### config.mk
export PLATFORM = sky130hd
export DESIGN_NAME = eli_error_lamp_indicator
export DESIGN_NICKNAME = d
export VERILOG_FILES = /design/src/include/eli_pkg.sv /design/src/hw/eli_lamp_flash.sv /design/src/hw/eli_error_lamp_indicator.sv
export SDC_FILE = /design/constraint.sdc
export NUM_CORES = 1
export LEC_CHECK = 0
export ABC_AREA = 1
export BUFFER_PORTS_ARGS = -buffer_cell sky130_fd_sc_hd__buf_2
export CAP_MARGIN = 20
export CORE_ASPECT_RATIO = 0.75
export CORE_MARGIN = 5
export CORE_UTILIZATION = 35
export CTS_BUF_LIST = sky130_fd_sc_hd__clkbuf_16
export CTS_CLUSTER_DIAMETER = 100
export CTS_CLUSTER_SIZE = 40
export DETAILED_ROUTE_END_ITERATION = 16
export SYNTH_ARGS = -nofsm -noshare
export SYNTH_HDL_FRONTEND = slang
export SYNTH_SLANG_ARGS = --single-unit
### constraint.sdc
create_clock -name clk -period 3.7 [get_ports clk]
set_input_delay 0.555 -clock clk [delete_from_list [all_inputs] [get_ports clk]]
set_output_delay 0.555 -clock clk [all_outputs]
set_load 0.005 [all_outputs]
### src/include/eli_pkg.sv
// Constants shared by the error lamp indicator and its flash generator
package eli_pkg;

  // Clock
  localparam int          CLK_HZ            = 25_000_000;
  localparam int          CLK_PERIOD_NS     = 40;

  // Flash rates in flashes per second, and derived half periods in cycles
  localparam int          SYS_FLASH_PER_S   = 2;
  localparam int          PROTO_FLASH_PER_S = 1;
  localparam int          SYS_HALF_CYC      = CLK_HZ / (2 * SYS_FLASH_PER_S);
  localparam int          PROTO_HALF_CYC    = CLK_HZ / (2 * PROTO_FLASH_PER_S);

  // One second in cycles, used as the hold time base
  localparam int          SEC_S             = 1;
  localparam int          SEC_CYC           = CLK_HZ * SEC_S;

  // System warning hold time in seconds (one minute)
  localparam logic [15:0] WARN_HOLD_S       = 16'h003c;
  localparam logic [15:0] HOLD_RST          = 16'h0000;

  // Error numbers
  localparam logic [3:0]  CODE_NONE         = 4'h0;
  localparam logic [3:0]  SERIOUS_MAX       = 4'h5;
  localparam logic [3:0]  CODE_FRAME        = 4'hb;
  localparam logic [3:0]  CODE_FB_OVF       = 4'he;
  localparam logic [3:0]  CODE_TIMEOUT      = 4'h9;
  localparam logic [3:0]  CODE_CHECKSUM     = 4'hb;
  localparam logic [3:0]  CODE_ENCODER      = 4'hc;

endpackage : eli_pkg

### src/hw/eli_lamp_flash.sv
// Flash phase generator with a fast (system) and a slow (protocol) rate
`timescale 1ns/10ps
`default_nettype none
module eli_lamp_flash #(
  parameter int HALF_SYS   = eli_pkg::SYS_HALF_CYC,
  parameter int HALF_PROTO = eli_pkg::PROTO_HALF_CYC
) (
  // Clock and reset
  input  wire logic clk,
  input  wire logic resetn,
  // Control
  input  wire logic active,
  input  wire logic slowRate,
  input  wire logic restart,
  // Phase
  output logic      lit
);
  import eli_pkg::*;

  localparam int CW = $clog2((HALF_PROTO > HALF_SYS ? HALF_PROTO : HALF_SYS) + 1);

  typedef struct packed {
    logic [CW-1:0] cnt;
    logic          lit;
  } eli_flash_s;

  eli_flash_s    q, d;
  logic [CW-1:0] limit;

  ////////////////////////////////////////////////////////////////////////////
  always_comb begin
    d     = q;
    limit = slowRate ? CW'(HALF_PROTO - 1) : CW'(HALF_SYS - 1);
    if (restart || !active) begin
      // Restart shows the code at once instead of waiting a half period
      d.cnt = '0;
      d.lit = 1'b1;
    end else if (q.cnt >= limit) begin
      d.cnt = '0;
      d.lit = ~q.lit;
    end else begin
      d.cnt = q.cnt + 1'b1;
    end
  end

  always_ff @(posedge clk or negedge resetn) begin
    if (!resetn) begin
      q <= '0;
    end else begin
      q <= d;
    end
  end

  assign lit = q.lit;
endmodule : eli_lamp_flash
`default_nettype wire

### src/hw/eli_error_lamp_indicator.sv
// Error lamp indicator: latches error numbers and drives state and number lamps
//
// Function
// - Outside configuration mode, any accepted error lights the state lamp red and shows its number on the four lamps.
// - Errors one to five stay latched until power-up reset.
// - Errors six to fifteen from the system side are shown one minute, then clear themselves.
// - In configuration mode the number lamps are blanked and flagged not valid.
// - The four lamps carry the number in binary 8-4-2-1; a framing failure shows eleven.
// - A fieldbus data buffer overflow shows system error fourteen.
// - System errors flash the lamps two times per second.
// - Protocol and user errors flash once per second to tell them from system errors.
// - Protocol errors and user errors six to fifteen stay shown for the configured warning hold time.
// - A missing answer from a polled participant raises protocol error nine.
// - A checksum mismatch raises protocol error eleven.
// - A serial encoder link failure raises protocol error twelve.
`timescale 1ns/10ps
`default_nettype none
module eli_error_lamp_indicator #(
  parameter int SEC_CYC_P    = eli_pkg::SEC_CYC,
  parameter int HALF_SYS_P   = eli_pkg::SYS_HALF_CYC,
  parameter int HALF_PROTO_P = eli_pkg::PROTO_HALF_CYC
) (
  // Clock and reset
  input  wire logic        clk,
  input  wire logic        resetn,
  // System error sources
  input  wire logic        sysErrValid,
  input  wire logic [3:0]  sysErrCode,
  input  wire logic        frameCheckFail,
  input  wire logic        fieldbusBufOverflow,
  // Protocol error sources
  input  wire logic        respTimeout,
  input  wire logic        checksumMismatch,
  input  wire logic        encoderLinkFail,
  input  wire logic        userErrValid,
  input  wire logic [3:0]  userErrCode,
  // Configuration
  input  wire logic        configMode,
  input  wire logic [15:0] warnHoldSec,
  // Lamps
  output logic             stateLampRed,
  output logic             lamp_weight_eight,
  output logic             lamp_weight_four,
  output logic             lamp_weight_two,
  output logic             lamp_weight_one,
  output logic             errorCodeValid
);
  import eli_pkg::*;

  localparam int SEC_W = $clog2(SEC_CYC_P + 1);

  typedef struct packed {
    logic             active;
    logic             serious;
    logic             proto;
    logic [3:0]       code;
    logic [15:0]      holdSec;
    logic [SEC_W-1:0] secCnt;
    logic             red;
    logic [3:0]       lamps;
    logic             valid;
  } eli_state_s;

  eli_state_s q, d;
  logic       evt;
  logic       evtProto;
  logic [3:0] evtCode;
  logic       secTick;
  logic       accept;
  logic       flashLit;

  ////////////////////////////////////////////////////////////////////////////
  // Event selection; the lowest branch wins only when nothing above fires.
  // Simultaneous events beyond the winner are dropped, a trade for one latch.
  always_comb begin
    evt      = 1'b1;
    evtProto = 1'b0;
    evtCode  = CODE_NONE;
    if (sysErrValid && sysErrCode != CODE_NONE) begin
      evtCode = sysErrCode;
    end else if (frameCheckFail) begin
      evtCode = CODE_FRAME;
    end else if (fieldbusBufOverflow) begin
      evtCode = CODE_FB_OVF;
    end else if (respTimeout) begin
      evtCode  = CODE_TIMEOUT;
      evtProto = 1'b1;
    end else if (checksumMismatch) begin
      evtCode  = CODE_CHECKSUM;
      evtProto = 1'b1;
    end else if (encoderLinkFail) begin
      evtCode  = CODE_ENCODER;
      evtProto = 1'b1;
    end else if (userErrValid && userErrCode != CODE_NONE) begin
      evtCode  = userErrCode;
      evtProto = 1'b1;
    end else begin
      evt = 1'b0;
    end
  end

  assign secTick = (q.secCnt == SEC_W'(SEC_CYC_P - 1));
  assign accept  = evt && !q.serious;

  ////////////////////////////////////////////////////////////////////////////
  always_comb begin
    d        = q;
    d.secCnt = secTick ? '0 : q.secCnt + 1'b1;
    if (q.active && !q.serious && secTick) begin
      if (q.holdSec <= 16'h0001) begin
        d.active = 1'b0;
      end else begin
        d.holdSec = q.holdSec - 16'h0001;
      end
    end
    if (accept) begin
      d.active  = 1'b1;
      d.code    = evtCode;
      d.proto   = evtProto;
      d.serious = (evtCode <= SERIOUS_MAX);
      d.holdSec = evtProto ? warnHoldSec : WARN_HOLD_S;
      d.secCnt  = '0;
    end
    // Lamp pattern means nothing in configuration mode, so it is blanked
    d.valid = d.active && !configMode;
    d.red   = d.valid;
    // A new error shows its number with the red lamp, whatever the old flash phase
    d.lamps = (d.valid && (flashLit || accept)) ? d.code : 4'h0;
  end

  always_ff @(posedge clk or negedge resetn) begin
    if (!resetn) begin
      q <= '0;
    end else begin
      q <= d;
    end
  end

  eli_lamp_flash #(
    .HALF_SYS   (HALF_SYS_P),
    .HALF_PROTO (HALF_PROTO_P)
  ) u_flash (
    .clk      (clk),
    .resetn   (resetn),
    .active   (q.active),
    .slowRate (q.proto),
    .restart  (accept),
    .lit      (flashLit)
  );

  assign stateLampRed      = q.red;
  assign lamp_weight_eight = q.lamps[3];
  assign lamp_weight_four  = q.lamps[2];
  assign lamp_weight_two   = q.lamps[1];
  assign lamp_weight_one   = q.lamps[0];
  assign errorCodeValid    = q.valid;
endmodule : eli_error_lamp_indicator
`default_nettype wire

==> results_tabular.tex <==
\begin{tabular}{lr}
\hline
Metric & Value \\
\hline
\multicolumn{2}{l}{\textbf{Outcome}} \\
\quad Result of the run & finished clean \\
\multicolumn{2}{l}{\textbf{Worst setup path}} \\
\quad Cell family with the largest share of critical-path delay & simple AND/OR/NAND/NOR gates \\
\quad Capture instance of the worst register-to-register path & u\_flash.q[3] \\
\quad Kind of capture point of the worst setup path & flip-flop \\
\quad Worst reg2reg setup slack & 1.26 ns \\
\quad Reg-to-reg critical path startpoint & q[51] \\
\quad Total buffers and inverters traversed by the critical path & 3 \\
\quad Cells traversed along the worst timing path & inv\_1 > ha\_1 > nand4\_1 > nor3\_1 > inv\_1 > nor2\_1 > nand2\_1 > inv\_1 > nor2\_1 > nand2\_1 > nor2\_1 \\
\quad Category of the most critical setup path & reg -> reg \\
\quad Slowest CP cell & sky130\_fd\_sc\_hd\_\_nand2\_1 \\
\quad Maximum single-stage delay on the critical path & 0.51 ns \\
\quad CP required & 3.89 ns \\
\quad Kind of start point of the critical path & flip-flop \\
\quad Cells on worst reg2reg path & 11 \\
\quad Crit-path max FO & 20 \\
\quad Data arrival at the endpoint of the critical path & 2.63 ns \\
\multicolumn{2}{l}{\textbf{Route}} \\
\quad Detailed Routing Iterations Pass 1 & 5 \\
\quad Wire length after detailed routing & 11.56 mm \\
\quad Post-detailed-route count of antenna-violating nets & 0 \\
\quad Final routed wire length divided by cell count & 12.88 um \\
\quad Initial drt markers & 375 \\
\quad Total DRC errors in the routed layout & 0 \\
\quad Number of vias per cell after detailed routing & 4.738 \\
\quad Total number of vias & 4255 \\
\multicolumn{2}{l}{\textbf{Synthesis}} \\
\quad Post-synth design cell area & 4876 sq um \\
\quad Top post-synthesis cells by area & sky130\_fd\_sc\_hd\_\_dfrtp\_1 40\%, sky130\_fd\_sc\_hd\_\_nand2\_1 13\%, sky130\_fd\_sc\_hd\_\_nor2\_1 9.2\%, sky130\_fd\_sc\_hd\_\_inv\_1 6.2\%, sky130\_fd\_sc\_hd\_\_xor2\_1 5.6\% \\
\quad Leading post-synthesis cells by instance count & 166 x sky130\_fd\_sc\_hd\_\_nand2\_1, 120 x sky130\_fd\_sc\_hd\_\_nor2\_1, 81 x sky130\_fd\_sc\_hd\_\_inv\_1 \\
\quad Post-Synthesis Cells & 677 \\
\quad Sequential area share after synthesis & 40.03\% \\
\quad Synth Warn \# & 0 \\
\quad Post-synth top flop & sky130\_fd\_sc\_hd\_\_dfrtp\_1 \\
\quad Syn Nets & 724 \\
\quad Largest area contributor in the synthesized netlist & sky130\_fd\_sc\_hd\_\_dfrtp\_1 \\
\quad Number of storage elements in the synthesis netlist & 78 \\
\quad Async set-reset flop share out of synthesis & 100.0\% \\
\quad Most frequently used cell type in the post-synthesis netlist & sky130\_fd\_sc\_hd\_\_nand2\_1 \\
\quad Number of enable flip-flop cells after synthesis & 0 \\
\quad Count of cell types in the netlist & 35 \\
\quad Average size of a mapped cell & 7.202 sq um \\
\quad Fraction of post-synthesis cell area in the top cell type by area & 40.03\% \\
\multicolumn{2}{l}{\textbf{Clocking}} \\
\quad Total clock buffers created by CTS & 9 \\
\quad Hold Buf Count CTS & 0 \\
\quad CTS tree & done \\
\quad Clk sinks & 78 \\
\quad Root buffer selected by CTS & sky130\_fd\_sc\_hd\_\_clkbuf\_16 \\
\quad Number of resized instances in the post-cts repair step & 0 \\
\quad Worst-case clock buffer depth & 2 \\
\quad Post-CTS clock slew at the launch and capture registers of the worst setup and hold paths & 0.06 ns \\
\quad Skew-Pair Late Insertion Delay & 0.35 ns \\
\quad H-tree depth & 3 \\
\quad Setup repair bufs after CTS & 0 \\
\multicolumn{2}{l}{\textbf{Floorplan}} \\
\quad Vertical extent of the die & 112.2 um \\
\quad Die area & 16420 sq um \\
\quad Floorplan row count & 37 \\
\quad Overall die width & 146.3 um \\
\quad Placeable Area & 13700 sq um \\
\quad Total I/O pin count & 40 \\
\quad Initial Util & 35.58\% \\
\multicolumn{2}{l}{\textbf{Cells and area}} \\
\quad Total inserted antenna cells & 0 \\
\quad Area growth syn-to-layout & 13.47\% \\
\quad Share of layout cells above drive strength 1 & 11.07\% \\
\quad Final \#Nets & 765 \\
\multicolumn{2}{l}{\textbf{Global route}} \\
\quad Maximum number of pins on one net before global-route repair & 79 \\
\quad First-pass GRT wire length & 19.94 mm \\
\quad Aggregate global routing overflow & 0 \\
\quad All-Layer GR Usage & 14.87\% \\
\quad Vias in the first global route & 4016 \\
\quad Number of antenna violations at the first check in global routing & 0 \\
\multicolumn{2}{l}{\textbf{Timing}} \\
\quad Transition time of the tightest slew-check pin & 1.048 ns \\
\quad Unrepaired setup endpoints after global routing & false \\
\quad Highest Clock Rate & 410.5 MHz \\
\quad Relative slew slack & 29.75\% \\
\quad Setup skew after layout & 0.007090 ns \\
\quad Final setup TNS & 0 ns \\
\quad Final cycle utilization of the critical path & 65.83\% \\
\quad Fin crit period & 2.436 ns \\
\quad Pins Over Slew Limit & 0 \\
\quad Setup-failing EPs final & 0 \\
\quad Final-report hold violation count & 0 \\
\multicolumn{2}{l}{\textbf{Power}} \\
\quad Worst vdd ir & 0.2201 mV \\
\quad Reported leakage power & 2.802 nW \\
\quad Pwr/cell area & 325.7 nW/um\^{}2 \\
\quad Total Power & 1.802 mW \\
\multicolumn{2}{l}{\textbf{Placement}} \\
\quad HPWL after detailed placement & 8.630 mm \\
\quad PortBufs & 39 \\
\quad Routability congestion estimate & 0.9342 \\
\multicolumn{2}{l}{\textbf{Hold path}} \\
\quad Hold WC Path Type & in -> async \\
\multicolumn{2}{l}{\textbf{Flow run}} \\
\quad Count of maximum capacitance violations & 0 \\
\hline
\end{tabular}
-- sequential cells by signal, summed over array words and instances (netlist names) --
register           count
q                     48
u_flash.q             24
errorCodeValid         1
lamp_weight_eight      1
lamp_weight_four       1
lamp_weight_one        1
lamp_weight_two        1
u_flash.lit            1
-- report_power, final --
| part | total (mW) | internal, mW | switching [mW] |
|---|---|---|---|
| clock network | 0.876 | 0.517 | 0.359 |
| logic | 0.0676 | 0.0255 | 0.0422 |
| registers | 0.859 | 0.856 | 0.00259 |
| total | 1.80 | 1.40 | 0.403 |
-- cells in the final DEF (no fill, tap or decap), types with 4 or more instances in the layout --
cell and n:
sky130_fd_sc_hd__nor3b_1 4, sky130_fd_sc_hd__nand2_2 5, sky130_fd_sc_hd__buf_2 38, sky130_fd_sc_hd__clkbuf_16 9, sky130_fd_sc_hd__clkinv_2 5, sky130_fd_sc_hd__a21o_1 4
sky130_fd_sc_hd__o21ai_0 14, sky130_fd_sc_hd__ha_1 13, sky130_fd_sc_hd__nand2_1 166, sky130_fd_sc_hd__nor2_2 5, sky130_fd_sc_hd__inv_1 81, sky130_fd_sc_hd__dfrtp_1 78
sky130_fd_sc_hd__xnor2_1 9, sky130_fd_sc_hd__nor3_1 28, sky130_fd_sc_hd__nor2_1 120, sky130_fd_sc_hd__nand3_1 45, sky130_fd_sc_hd__a21oi_1 6, sky130_fd_sc_hd__o21ai_1 18
sky130_fd_sc_hd__xor2_1 31, sky130_fd_sc_hd__nand4_1 17
-- worst reg2reg max path, delay by kind of cell (launching register included) --
| family | cells | cell delay [ns] |
|---|---|---|
| flip-flops | 1 | 0.43 |
| AND/OR/NAND/NOR | 7 | 1.23 |
| adder cells (fa/ha/maj) | 1 | 0.33 |
| buffers and inverters | 3 | 0.29 |
-- layout make-up --
cell class                      count  area [sq um]
Fill cell                        1421          8170
Multi-Input combinational cell    504          2530
Sequential cell                    78          1952
Inverter                           84         316.6
Clock buffer                        9         225.2
Timing Repair Buffer               41         225.2
Tap cell                          175         219.0
Clock inverter                      7         65.06
-- per-layer routing --
layer | up-vias | track usage [%] | wire [um]
met5 | - | 0 | 0
met3 | 9 | 4.520 | 795
li1 | 2233 | - | -
met4 | 0 | 3.634 | 81
met1 | 1886 | 22.74 | 6394
met2 | 127 | 20.25 | 4293
-- through the flow --
| step | setup WS, ns | hold WS [ns] | util (%) | instance area [sq um] | std cells |
|---|---|---|---|---|---|
| after floorplan | 1.969 | 0.2594 | - | 4876 | 677 |
| after global placement | 1.264 | 0.4536 | 38.11 | 5223 | 881 |
| after detailed placement | 1.194 | 0.4591 | 38.11 | 5223 | 881 |
| after CTS | 1.258 | 0.4140 | 40.23 | 5513 | 897 |
| after global routing | 0.9931 | 0.2254 | 40.38 | 5533 | 898 |
| final | 1.264 | 0.1865 | 40.38 | 5533 | 898 |
-- cell families after synthesis --
kind of cell    after synthesis  share of synthesized area, %
fa+ha+maj                    13                         3.336
simple gates                400                         35.54
buf+inv                      95                         8.083
flops                        78                         40.03
compound gates               51                         5.825
xor+xnor                     40                         7.185
-- how the worst max path moves through the flow --
stage | end | slack (ns) | cells past startpoint | from
after floorplan | u_flash.q[18] | 1.97 | 12 | q[51]
after CTS | u_flash.q[3] | 1.26 | 11 | q[51]
after detailed placement | q[36] | 1.19 | 9 | sysErrCode[3]
final | u_flash.q[3] | 1.26 | 11 | q[51]
after global routing | u_flash.q[20] | 0.99 | 11 | q[51]
after global placement | q[31] | 1.26 | 11 | sysErrCode[3]
Power figures use the tool's default switching activity.
